`src/supervisor_pkg.sv`:
```
// Shared constants and carrier types for the supply supervisor core
package supervisor_pkg;

    // Timebase tick period assumed for the default tick counts
    localparam int TICK_PERIOD_US = 1000;

    // Reset stretch durations
    localparam int STRETCH_STD_MS  = 50;
    localparam int STRETCH_LONG_MS = 200;

    // Watchdog timeouts
    localparam int WD_FAST_MS = 100;
    localparam int WD_SLOW_MS = 1600;

    // Derived tick counts, one tick per millisecond by default
    localparam int STRETCH_STD_TICKS  = STRETCH_STD_MS * 1000 / TICK_PERIOD_US;
    localparam int STRETCH_LONG_TICKS = STRETCH_LONG_MS * 1000 / TICK_PERIOD_US;
    localparam int WD_FAST_TICKS      = WD_FAST_MS * 1000 / TICK_PERIOD_US;
    localparam int WD_SLOW_TICKS      = WD_SLOW_MS * 1000 / TICK_PERIOD_US;

    localparam int CNT_W = 16;

    // Service input levels
    typedef enum logic [1:0] {
        SVC_LOW  = 2'h0,
        SVC_HIGH = 2'h1,
        SVC_MID  = 2'h2
    } svc_level_t;

    // Digital indications standing in for the analog comparators
    typedef struct packed {
        logic supplyLow;
        logic monitorBelow;
        logic mainBelowBackup;
        logic onBackup;
    } supply_ind_t;

    // Registered pin outputs
    typedef struct packed {
        logic resetN;
        logic supplyLowN;
        logic watchdogExpiredN;
        logic powerFailN;
        logic backupActive;
        logic chipEnableOutN;
    } sup_out_t;

    localparam sup_out_t OUT_RESET = '{
        resetN: 1'b0, supplyLowN: 1'b0, watchdogExpiredN: 1'b1,
        powerFailN: 1'b0, backupActive: 1'b0, chipEnableOutN: 1'b1
    };

endpackage

```
`src/watchdog_timer.sv`:
```
// Watchdog timeout counter with service-edge restart
module watchdog_timer (
    input  wire logic                           mclk,
    input  wire logic                           rst_n,
    input  wire logic                           ce,
    input  wire logic                           tick,
    input  wire logic                           clear,
    input  wire supervisor_pkg::svc_level_t     level,
    input  wire logic                           fastSel,
    input  wire logic [supervisor_pkg::CNT_W-1:0] fastTicks,
    input  wire logic [supervisor_pkg::CNT_W-1:0] slowTicks,
    output logic                                expire,
    output logic                                serviceEdge
);

    logic [supervisor_pkg::CNT_W-1:0] cnt_r;
    logic [supervisor_pkg::CNT_W-1:0] cnt_nxt;
    supervisor_pkg::svc_level_t       last_r;
    supervisor_pkg::svc_level_t       last_nxt;
    logic                             afterReset_r;
    logic                             afterReset_nxt;
    logic [supervisor_pkg::CNT_W-1:0] limit;
    logic                             enabled;

    always_comb begin
        enabled = (level != supervisor_pkg::SVC_MID);
        serviceEdge = enabled && (last_r != supervisor_pkg::SVC_MID)
                      && (level != last_r);
        limit = (fastSel && !afterReset_r) ? fastTicks : slowTicks;
        last_nxt = level;
        cnt_nxt = cnt_r;
        afterReset_nxt = afterReset_r;
        expire = 1'b0;
        if (clear) begin
            cnt_nxt = '0;
            afterReset_nxt = 1'b1;
        end else if (!enabled || serviceEdge) begin
            cnt_nxt = '0;
            if (serviceEdge) begin
                afterReset_nxt = 1'b0;
            end
        end else if (tick) begin
            if (cnt_r + 1'b1 >= limit) begin
                expire = 1'b1;
                cnt_nxt = '0;
            end else begin
                cnt_nxt = cnt_r + 1'b1;
            end
        end
    end

    always_ff @(posedge mclk) begin
        if (!rst_n) begin
            cnt_r <= '0;
            last_r <= supervisor_pkg::SVC_MID;
            afterReset_r <= 1'b1;
        end else if (ce) begin
            cnt_r <= cnt_nxt;
            last_r <= last_nxt;
            afterReset_r <= afterReset_nxt;
        end
    end

endmodule

```
`src/supply_supervisor_watchdog.sv`:
```
// Supply supervisor core: reset stretch, watchdog, status and CE gating
// Behaviour
// - Reset low on supply low or timeout
// - Hold reset after supply recovers
// - Watchdog timeout gives one reset pulse
// - Steady service level times out, drops status
// - Any service transition restarts timeout
// - Middle service level disables watchdog
// - Power-fail low when monitor below threshold
// - Power-fail low when main below backup
// - Chip enable gated high on supply low
// - Backup-active follows supply source
// - Supply-low output follows supply, unstretched
// - Status returns high on next low/high transition
// - Status forced high while supply low
// - Timebase pin picks fast/slow timeout when internal timebase is selected
// - Slow timeout right after any reset
module supply_supervisor_watchdog #(
    parameter logic LONG_PULSE = 1'b0,
    parameter logic [supervisor_pkg::CNT_W-1:0] STRETCH_STD =
        supervisor_pkg::CNT_W'(supervisor_pkg::STRETCH_STD_TICKS),
    parameter logic [supervisor_pkg::CNT_W-1:0] STRETCH_LONG =
        supervisor_pkg::CNT_W'(supervisor_pkg::STRETCH_LONG_TICKS),
    parameter logic [supervisor_pkg::CNT_W-1:0] WD_FAST =
        supervisor_pkg::CNT_W'(supervisor_pkg::WD_FAST_TICKS),
    parameter logic [supervisor_pkg::CNT_W-1:0] WD_SLOW =
        supervisor_pkg::CNT_W'(supervisor_pkg::WD_SLOW_TICKS)
) (
    input  wire logic                        mclk,
    input  wire logic                        rst_n,
    input  wire logic                        ce,
    input  wire logic                        timebaseTick,
    input  wire logic                        timebase_select,
    input  wire logic                        timebase_in,
    input  wire supervisor_pkg::svc_level_t  watchdog_service_in,
    input  wire supervisor_pkg::supply_ind_t supply,
    input  wire logic                        chipEnableIn_n,
    output supervisor_pkg::sup_out_t         pins
);

    typedef enum logic [1:0] {
        ST_HOLD    = 2'b00,
        ST_STRETCH = 2'b01,
        ST_RUN     = 2'b10,
        ST_PULSE   = 2'b11
    } rst_state_t;

    rst_state_t                       state_r;
    rst_state_t                       state_nxt;
    logic [supervisor_pkg::CNT_W-1:0] cnt_r;
    logic [supervisor_pkg::CNT_W-1:0] cnt_nxt;
    supervisor_pkg::sup_out_t         out_r;
    supervisor_pkg::sup_out_t         out_nxt;
    logic [supervisor_pkg::CNT_W-1:0] stretchLen;
    logic                             wdExpire;
    logic                             wdEdge;
    logic                             wdClear;
    logic                             internalBase;
    logic                             tick;

    // Counts one tick; returns true when the length is reached
    function automatic logic reached(
        input logic [supervisor_pkg::CNT_W-1:0] c,
        input logic [supervisor_pkg::CNT_W-1:0] len
    );
        reached = (c + 1'b1) >= len;
    endfunction

    // High select means the internal timebase; the pin then picks the
    // watchdog speed. Otherwise the tick input is the external timebase.
    assign internalBase = timebase_select;
    assign tick = timebaseTick;
    assign stretchLen = LONG_PULSE ? STRETCH_LONG : STRETCH_STD;

    // Restart the watchdog whenever reset is asserted, so every reset
    // is followed by the slow first timeout.
    assign wdClear = (state_r != ST_RUN);

    watchdog_timer u_wd (
        .mclk        (mclk),
        .rst_n       (rst_n),
        .ce          (ce),
        .tick        (tick),
        .clear       (wdClear),
        .level       (watchdog_service_in),
        .fastSel     (internalBase && timebase_in),
        .fastTicks   (WD_FAST),
        .slowTicks   (WD_SLOW),
        .expire      (wdExpire),
        .serviceEdge (wdEdge)
    );

    always_comb begin
        state_nxt = state_r;
        cnt_nxt = cnt_r;
        case (state_r)
            ST_HOLD: begin
                cnt_nxt = '0;
                if (!supply.supplyLow) begin
                    state_nxt = ST_STRETCH;
                end
            end
            ST_STRETCH, ST_PULSE: begin
                if (supply.supplyLow) begin
                    state_nxt = ST_HOLD;
                    cnt_nxt = '0;
                end else if (tick) begin
                    if (reached(cnt_r, stretchLen)) begin
                        state_nxt = ST_RUN;
                        cnt_nxt = '0;
                    end else begin
                        cnt_nxt = cnt_r + 1'b1;
                    end
                end
            end
            ST_RUN: begin
                cnt_nxt = '0;
                if (supply.supplyLow) begin
                    state_nxt = ST_HOLD;
                end else if (wdExpire) begin
                    state_nxt = ST_PULSE;
                end
            end
            default: begin
                state_nxt = ST_HOLD;
                cnt_nxt = '0;
            end
        endcase
    end

    always_comb begin
        out_nxt = out_r;
        out_nxt.resetN = (state_nxt == ST_RUN);
        out_nxt.supplyLowN = !supply.supplyLow;
        if (supply.supplyLow) begin
            out_nxt.watchdogExpiredN = 1'b1;
        end else if (wdExpire && state_r == ST_RUN) begin
            out_nxt.watchdogExpiredN = 1'b0;
        end else if (wdEdge) begin
            out_nxt.watchdogExpiredN = 1'b1;
        end
        out_nxt.powerFailN = !(supply.monitorBelow
                               || supply.mainBelowBackup);
        out_nxt.backupActive = supply.onBackup;
        out_nxt.chipEnableOutN = supply.supplyLow ? 1'b1 : chipEnableIn_n;
    end

    always_ff @(posedge mclk) begin
        if (!rst_n) begin
            state_r <= ST_HOLD;
            cnt_r <= '0;
            out_r <= supervisor_pkg::OUT_RESET;
        end else if (ce) begin
            state_r <= state_nxt;
            cnt_r <= cnt_nxt;
            out_r <= out_nxt;
        end
    end

    assign pins = out_r;

endmodule

```
`config.mk`:
```
export PLATFORM = sky130hd
export DESIGN_NAME = supply_supervisor_watchdog
export DESIGN_NICKNAME = d
export VERILOG_FILES = /design/src/supervisor_pkg.sv /design/src/watchdog_timer.sv /design/src/supply_supervisor_watchdog.sv
export SDC_FILE = /design/constraint.sdc
export NUM_CORES = 1
export LEC_CHECK = 0
export BUFFER_PORTS_ARGS = -buffer_cell sky130_fd_sc_hd__buf_2
export CORE_ASPECT_RATIO = 1.75
export CORE_MARGIN = 2
export CORE_UTILIZATION = 40
export CTS_CLUSTER_SIZE = 14
export DETAILED_ROUTE_END_ITERATION = 16
export PLACE_DENSITY = 0.6
export SYNTH_ARGS = -nofsm -noshare
export SYNTH_HDL_FRONTEND = slang
export SYNTH_SLANG_ARGS = --single-unit
```
`constraint.sdc`:
```
create_clock -name mclk -period 2.75 [get_ports mclk]
set_input_delay 0.1375 -clock mclk [delete_from_list [all_inputs] [get_ports mclk]]
set_output_delay 0.1375 -clock mclk [all_outputs]
set_load 0.01 [all_outputs]
```
* Yosys cells after proc, flatten, opt, wreduce, memory -nomap -nowiden *
Index checks and enable logic that the tools add are counted.

storage, ports and cells
  bits in registers = 43
  bits in latches = 0
  RAM bits = 0
  ROM bits = 0
  input port bits = 13
  output and inout bits = 6
  word-level logic and storage cells = 73
  memories kept = 0

cells by class
  add/sub/neg operators = 2
  multipliers = 0
  div/mod/pow operators = 0
  $lt $le $gt $ge = 2
  eq/ne operators = 9
  shift-type cells = 0
  mux-type cells = 27
  bitwise operators = 0
  reduce and logical (&&, ||, !) cells = 22

operator list
  kind                   number
  $mux 16                7
  $add 16x1->16 const B  2
  $pmux 16 s2            1
  $ge 16x16->1           1
  $ge 16x6->1 const B    1
  $mux 2                 6
  $mux 1                 11
  $mux 11                1
  $eq 2x2->1 const B     3
  $ne 2x2->1 const B     3
  $pmux 2 s3             1
  $reduce_and 2->1       3
  $reduce_bool 3->1      2
  $logic_and 1x1->1      5
  $logic_not 1->1        4
  $reduce_bool 2->1      2
  $reduce_or 2->1        2
  $ne 3x3->1 const B     1
  $reduce_and 3->1       1
  $eq 2x1->1 const B     1
  $logic_not 2->1        1
  $logic_or 1x1->1       2
  $ne 2x2->1             1

* Longest topological paths before layout *
Gate-level depths: netlist (run 1).

  depth after elaboration = 12
  mapped depth = 12
  depth with buffers taken out = 11

* By module *
A second synthesis (run 1) with hierarchy kept.

second synthesis, totals
  cells, all modules = 334
  area, all modules = 2916.5 um^2

by module, submodules not included
  module                      instances  cells an instance  area an instance (um^2)  seq. area each (um^2)
  watchdog_timer              1          185                1589.0                   380.4
  supply_supervisor_watchdog  1          149                1327.5                   480.5

* Worst setup path after synthesis (run 1) *
No wires, ideal clock.

  kind = register to register
  from = register u_wd.cnt_r[0] (netlist name)
  to = register u_wd.cnt_r[8] (netlist name)
  setup time = 0.072 ns
  arrival time = 2.640 ns
  required time = 2.678 ns
  setup slack = 0.038 ns
  cell stages (with the launch flop) = 13
  buffers on the path = 1
  period minus slack after synthesis = 2.712 ns
  cells stage by stage = dfxtp_1 ha_1 nand3_4 nor2_1 nand4_1 xnor2_1 ha_1 and2_1 a221o_1 nor4_4 buf_6 a31oi_1 mux2i_1

between the ends
  longest elaborated chain between the ends = 6

ends and longest elaborated chain
  element                 RTL line                                    text
  start, declared         watchdog_timer.sv:16                        logic [supervisor_pkg::CNT_W-1:0] cnt_r;
  start signal, assigned  watchdog_timer.sv:58                        cnt_r <= cnt_nxt;
  $add 16x1->16 *         watchdog_timer.sv:43, watchdog_timer.sv:47
  $ge 16x16->1            watchdog_timer.sv:43                        if (cnt_r + 1'b1 >= limit) begin
  $mux 16 *               watchdog_timer.sv:43
  $mux 16 *               watchdog_timer.sv:42                        end else if (tick) begin
  $mux 16 *               watchdog_timer.sv:37                        end else if (!enabled || serviceEdge) begin
  $mux 16 *               watchdog_timer.sv:34                        if (clear) begin

Every way passes the cells marked *; elsewhere a longest branch is shown, timed or not. The select of a mux whose other input is x is not followed.
A chain may end at the register's enable or synchronous reset.

* Final worst setup path (run 1) *
  from = register u_wd.cnt_r[1] (netlist name)
  to = register u_wd.cnt_r[8] (netlist name)

The elaborated chain is that of the path after synthesis.

==> results.txt, run 1 <==
status = finished, final reports clean
Mapped Area = 0.00240 sq mm
r2r endpoint = u_wd.cnt_r[8]$_SDFFE_PN0P_
CP max stage cell = dfxtp_4
pre-CTS setup slack = -0.0453 ns
Final WS setup = 0.0637 ns
post-synth top area cell = dfxtp_1
Core Area = 0.00583 sq mm
# setup viols final = 0
minimum clock period = 2.69 ns
CTS buffer count = 5
Startpoint Class = flip-flop
# diodes = 0
worst r2r src = u_wd.cnt_r[1]$_SDFFE_PN0P_
slowest stage delay, CP = 0.37 ns
Port Buf Inserts = 18
routability cong. = 0.892
initial antenna violation count = 0
Slew @ Worst Pin = 0.601 ns
Final Hold Viols = 0
Warnings, synthesis = 0
Fmax = 0.372 GHz
total number of vias = 2167
part of the cycle the worst path needs = 97.7%
num ports = 19
Post-layout nets = 340
hold wc startpoint = watchdog_service_in[1]
first-pass GRT wire length = 9940 um
crit path cell chain = ha_4 -> nand3_4 -> nor2_4 -> nand4_1 -> xnor2_2 -> ha_1 -> and2_4 -> a221o_1 -> nor4_4 -> buf_6 -> a31oi_1 -> mux2i_1
path depth of the worst reg2reg path = 12
Vias/cell = 5.43
most numerous cell in the Yosys netlist = dfxtp_1
drt wl/cell = 14.7 um
CTS Sinks = 43
WHS Path Cells = 3
CP delay by family, top = simple AND/OR/NAND/NOR gates
DRT Wirelength = 5860 um
clk slew on worst S/H paths = 0.08 ns
post-layout util = 50.8%
Post-synth top flop = dfxtp_1
full die area = 0.00667 sq mm
H-tree Lvls = 2
global-route congestion overflow total = 0
post-synthesis cell type count = 53
ranking of synthesized cells by area = dfxtp_1, nand2_1, xnor2_1, and2_1, mux2i_1
Max Root-Sink Buffers = 2
P_leak = 1.16 nW
FF+latch count, synth = 43
number of max-cap violations = 0
Seq/Total Area, Yosys = 35.8%
vias in the first global route = 2148
Hold WC Path Type = in -> reg
register area = 870 sq um
Initial Util = 41.2%
largest net degree at the start of global routing = 36
Residual DRC = 0
Antenna Nets Post-Route = 0
Post-synth EDFFs = 0
fillcell total = 580
share of Yosys cell area claimed by the top area cell type = 35.8%
die width = 62.6 um
CP Max Fanout = 8
CTS tree = done
pwr/cell area = 432 mW/mm^2
starting DRC count in detailed routing = 92
WP buf/inv = 1
Mapped Cells = 281
Rows = 37
total track usage = 18.5%
Final Skew = 0.00767 ns
Worst-Skew Late Latency = 0.29 ns
Area Growth Syn to Fin = 23.3%
Worst slew margin = 60.0%
Arr. time, crit path = 2.91 ns
Synth Area per Inst = 8.56 sq um
final-report max-slew violation count = 0
Worst EP required = 2.97 ns
footprint of the multi-input gates = 0.00154 sq mm
chip height = 107 um
post-synthesis async set-or-reset flop share = 0%
RSZ-0062 raised after global routing = yes
synth cell count leaders = dfxtp_1, nand2_1, and2_1, nand3_1, xnor2_1
First-pass DRT Iterations = 4
layout cells sized above 1 = 23.1%
Peak VDD IR = 0.000247 V
r2r setup slk = 0.06 ns
Worst Hold Endpoint = u_wd.last_r[1]$_SDFFE_PN1P_
detailed placement HPWL = 4380 um
type of element capturing the critical path = flip-flop
setup TNS = 0 ns
Post-Syn Nets = 301
CTS Root Cell = clkbuf_8
Crit Path Class = reg -> reg
## logic make-up after synthesis
logic type,share of synthesized area (%)
simple gates,29.5
compound gates,17.2
flops,35.8
buf+inv,3.95
xor+xnor,6.19
mux,3.75
fa+ha+maj,3.64
## flip-flops by register name, indices dropped and copies added, names as in the netlist
signal and count:
cnt_r 16, pins 6, state_r 2, u_wd.afterReset_r 1, u_wd.cnt_r 16, u_wd.last_r 2
## worst reg2reg max path: stages, from the launching register on
cell	delay, ns
dfxtp_4	0.37
ha_4	0.15
nand3_4	0.08
nor2_4	0.08
nand4_1	0.16
xnor2_2	0.25
ha_1	0.29
and2_4	0.15
a221o_1	0.37
nor4_4	0.28
buf_6	0.18
a31oi_1	0.09
mux2i_1	0.15
## layout by cell type, fill, tap and decap left out, types with 6 or more instances in the layout
cell type,Yosys,routed
and3_1,9,9
nand2_1,31,31
buf_4,0,25
nor2b_1,11,11
ha_1,7,6
buf_2,4,18
mux2i_1,9,9
dfxtp_1,43,40
nand4_1,9,9
and2_1,15,14
nor2_1,12,10
inv_1,10,10
nand3_1,13,12
xnor2_1,13,10
## cell type report
type	count	area share [%]
clock inverters	3	2.28
flip-flops and latches	43	29.3
repair buffers	44	9.75
well taps	78	3.29
inverters	10	1.27
clock buffers	5	2.32
multi-input cells	216	51.8
## metal layers
metal / vias up / share of wire (%) / global-route usage, %
li1: 1092 / - / -
met5: - / 0 / 0
met4: 0 / 2.1 / 6.67
met3: 10 / 1.2 / 3.04
met1: 1047 / 39 / 18.2
met2: 18 / 58 / 37.7
## metrics by stage
stage                     hold slack, ns  power [mW]  area, sq um  cells
after floorplan                    0.266       0.684         2400    281
after CTS                         0.0948        1.30         2870    396
after global placement             0.386       0.711         2710    388
after global routing              0.0919        1.33         2970    399
final                             0.0987        1.28         2970    399
after detailed placement           0.403       0.711         2710    388
## power breakdown
group / leakage, nW / switching (mW) / internal, mW
Sequential: 0.350 / 0.00377 / 0.626
Combinational: 0.747 / 0.0378 / 0.0269
Clock: 0.0644 / 0.224 / 0.362
## how the worst max path moves through the flow
stage | from | endpoint | slack, ns | cells past startpoint
global placement | u_wd.cnt_r[4]$_SDFFE_PN0P_ | u_wd.cnt_r[8]$_SDFFE_PN0P_ | 0.004 | 11
global route | u_wd.cnt_r[2]$_SDFFE_PN0P_ | u_wd.cnt_r[7]$_SDFFE_PN0P_ | -0.06 | 12
floorplan | u_wd.cnt_r[0]$_SDFFE_PN0P_ | u_wd.cnt_r[8]$_SDFFE_PN0P_ | 0.04 | 12
CTS | u_wd.cnt_r[3]$_SDFFE_PN0P_ | u_wd.cnt_r[8]$_SDFFE_PN0P_ | 0.02 | 13
detailed placement | u_wd.cnt_r[1]$_SDFFE_PN0P_ | u_wd.cnt_r[8]$_SDFFE_PN0P_ | -0.05 | 12
finish | u_wd.cnt_r[1]$_SDFFE_PN0P_ | u_wd.cnt_r[8]$_SDFFE_PN0P_ | 0.06 | 12
## what timing repair did
| item | CTS | global route |
|---|---|---|
| endpoints found under the setup margin | 11 | 14 |
| cloned | 0 | 0 |
| buffers inserted | 0 | 3 |
| pin swaps | 3 | 10 |
| hold buffers | 0 | 0 |
| gates resized for setup | 6 | 15 |
(Power assumes the default switching activity.)
==> inputs of run 2 (changes only) <==
--- a/config.mk
+++ b/config.mk
@@ -6,7 +6,6 @@
 export NUM_CORES = 1
 export LEC_CHECK = 0
 export BUFFER_PORTS_ARGS = -buffer_cell sky130_fd_sc_hd__buf_2
-export CORE_ASPECT_RATIO = 1.75
 export CORE_MARGIN = 2
 export CORE_UTILIZATION = 40
 export CTS_CLUSTER_SIZE = 14
@@ -14,4 +13,5 @@
 export PLACE_DENSITY = 0.6
 export SYNTH_ARGS = -nofsm -noshare
 export SYNTH_HDL_FRONTEND = slang
+export SYNTH_HIERARCHICAL = 1
 export SYNTH_SLANG_ARGS = --single-unit
==> results.txt, run 2 <==
busiest layer in global routing = met2
Rows = 31
worst r2r src = u_wd/cnt_r[0]$_SDFFE_PN0P_
# diodes = 0
H-tree Lvls = 2
largest net degree at the start of global routing = 18
starting DRC count in detailed routing = 105
Hold WS = 0.0612 ns
type of element capturing the critical path = flip-flop
clk slew on worst S/H paths = 0.09 ns
share of Yosys cell area claimed by the top area cell type = 29.5%
met1 usage = 23.3%
number of max-cap violations = 0
routability cong. = 0.836
pwr/cell area = 299 mW/mm^2
Post-layout nets = 451
ranking of synthesized cells by area = dfxtp_1, ha_1, mux2i_1, nand2_1, and2_1
Setup crit start = u_wd/cnt_r[0]$_SDFFE_PN0P_
Warnings, synthesis = 6
Final Skew = 0.00615 ns
CTS tree = done
status = finished, violations left
Antenna Nets Post-Route = 0
M3 GR Usage = 2.59%
post-synth top area cell = dfxtp_1
footprint of the multi-input gates = 0.00218 sq mm
Arr. time, crit path = 3.15 ns
Worst EP required = 2.93 ns
part of the cycle the worst path needs = 108%
Finished Layout Cells = 519
Core Area = 0.00714 sq mm
Post-synth EDFFs = 0
full die area = 0.00799 sq mm
Post-synth top flop = dfxtp_1
# placed instances = 497
FF+latch count, synth = 43
Max Root-Sink Buffers = 2
Hold WC Path Type = in -> reg
Slew @ Worst Pin = 0.825 ns
detailed placement HPWL = 4840 um
First-pass DRT Iterations = 4
minimum clock period = 2.97 ns
Residual DRC = 0
fillcell total = 713
Crit Path Class = reg -> reg
slowest stage delay, CP = 0.40 ns
Worst-Skew Late Latency = 0.29 ns
die width = 89.4 um
Worst slew margin = 44.7%
Area Growth Syn to Fin = 30.2%
total number of vias = 2630
chip height = 89.4 um
Final WS setup = -0.224 ns
most numerous cell in the Yosys netlist = dfxtp_1
r2r setup slk = -0.22 ns
violated checks = negative setup slack
Mapped Area = 0.00292 sq mm
register area = 873 sq um
Startpoint Class = flip-flop
final-report max-slew violation count = 0
synth cell count leaders = dfxtp_1, nand2_1, mux2i_1, ha_1, nor2_1
Port Buf Inserts = 18
crit path cell chain = buf_4 -> nand2_1 -> nor2_4 -> nand3_2 -> and2_4 -> or2_4 -> ha_4 -> a21o_1 -> a21o_1 -> a2111o_1 -> a41oi_4 -> nor2b_4 -> inv_2 -> a21oi_2 -> o211ai_1 -> o21ai_1
global-route congestion overflow total = 0
dpl cell area = 0.00349 sq mm
initial antenna violation count = 0
Pwr Total = 1.13 mW
CP Max Fanout = 4
CP max stage cell = a2111o_1
drt wl/cell = 13.1 um
CTS Root Cell = clkbuf_8
CTS buffer count = 5
CP delay by family, top = compound AO/OA/AOI/OAI gates
Vias/cell = 5.07
hold wc startpoint = chipEnableIn_n
vias in the first global route = 2429
hold-fix buffer count after cts = 0
DRT Wirelength = 6800 um
total track usage = 17.7%
post-synthesis cell type count = 59
Initial Util = 40.9%
post-synthesis async set-or-reset flop share = 0%
design area = 0.00380 sq mm
most used cell, CP = a21o_1
CTS Sinks = 43
layout cells sized above 1 = 29.3%
P_leak = 1.76 nW
met2 Use GR = 30.7%
most common library cell in the layout ignoring fill and taps = buf_4
RSZ-0062 raised after global routing = yes
Fmax = 0.336 GHz
Final Hold Viols = 0
WP buf/inv = 2
Synth Area per Inst = 8.73 sq um
Seq/Total Area, Yosys = 29.5%
Mapped Cells = 334
num ports = 19
most frequent cells in the layout = buf_4, dfxtp_1, conb_1, nand2_1, mux2i_1
Peak VDD IR = 0.000292 V
# setup viols final = 19
first-pass GRT wire length = 11300 um
run 2: changes by cell type after synthesis, sizes merged, moves of 6 or more:
cell / before / now
mux2i: 9 / 20
ha: 7 / 19
a32o: 0 / 8
o211ai: 2 / 8
nand2b: 3 / 12
buf: 5 / 12
nor2b: 11 / 5
run 2: metal layers:
| layer | share of wire [%] | vias to the layer above |
|---|---|---|
| met5 | 0 | - |
| met4 | 1.0 | 0 |
| met3 | 2.3 | 6 |
| met2 | 48 | 34 |
| met1 | 49 | 1229 |
| li1 | - | 1361 |
run 2: cell type report:
type | count | share of cell area, %
clock inverters | 3 | 0.527
flip-flops and latches | 43 | 23.0
inverters | 8 | 0.791
clock buffers | 5 | 1.81
multi-input cells | 294 | 57.4
repair buffers | 67 | 13.2
well taps | 99 | 3.26
run 2: cell families after synthesis:
kind of cell | Yosys count | synth area share [%]
and+or+nand+nor | 133 | 24.7
AOI/OAI and AO/OA | 70 | 19.5
DFF | 43 | 29.5
buffers and inverters | 27 | 4.80
muxes | 23 | 8.02
adders and majority gates | 19 | 8.15
xor gates and xnor gates | 17 | 5.11
other | 2 | 0.257
run 2: where the power goes:
part | switching (mW) | internal, mW
combinational | 0.0544 | 0.0416
sequential | 0.00675 | 0.628
clock | 0.226 | 0.177
run 2: path summary, 6_finish.rpt:
kind                              to  depth (start not counted)
max          state_r[0]$_SDFFE_PN0P_                         16
min             pins[0]$_SDFFE_PN1P_                          3
max reg2reg  state_r[0]$_SDFFE_PN0P_                         16
min reg2reg     pins[4]$_SDFFE_PN0P_                          1
run 2: worst register-to-register path, cell delays in order (launching register included):
cell      delay [ns]
dfxtp_4         0.38
buf_4           0.11
nand2_1         0.08
nor2_4          0.13
nand3_2         0.12
and2_4          0.16
or2_4           0.25
ha_4            0.15
a21o_1          0.14
a21o_1          0.15
a2111o_1        0.40
a41oi_4         0.30
nor2b_4         0.08
inv_2           0.07
a21oi_2         0.05
o211ai_1        0.19
o21ai_1         0.09
run 2: what timing repair did:
item,in CTS,in global routing
resized for setup,19,7
buffers inserted,8,5
pin swaps,21,4
setup endpoints to repair,19,19
gates cloned,0,1
endpoints found under the hold margin,0,0
run 2: metrics by stage:
stage	worst slack, ns	TNS (ns)	util (%)
2_1_floorplan	-0.203	-0.397	-
3_3_place_gp	-0.279	-3.86	49.0
3_5_place_dp	-0.325	-4.15	49.0
4_1_cts	-0.145	-1.03	51.8
6_report	-0.224	-2.79	53.2
5_1_grt	-0.399	-6.30	53.2
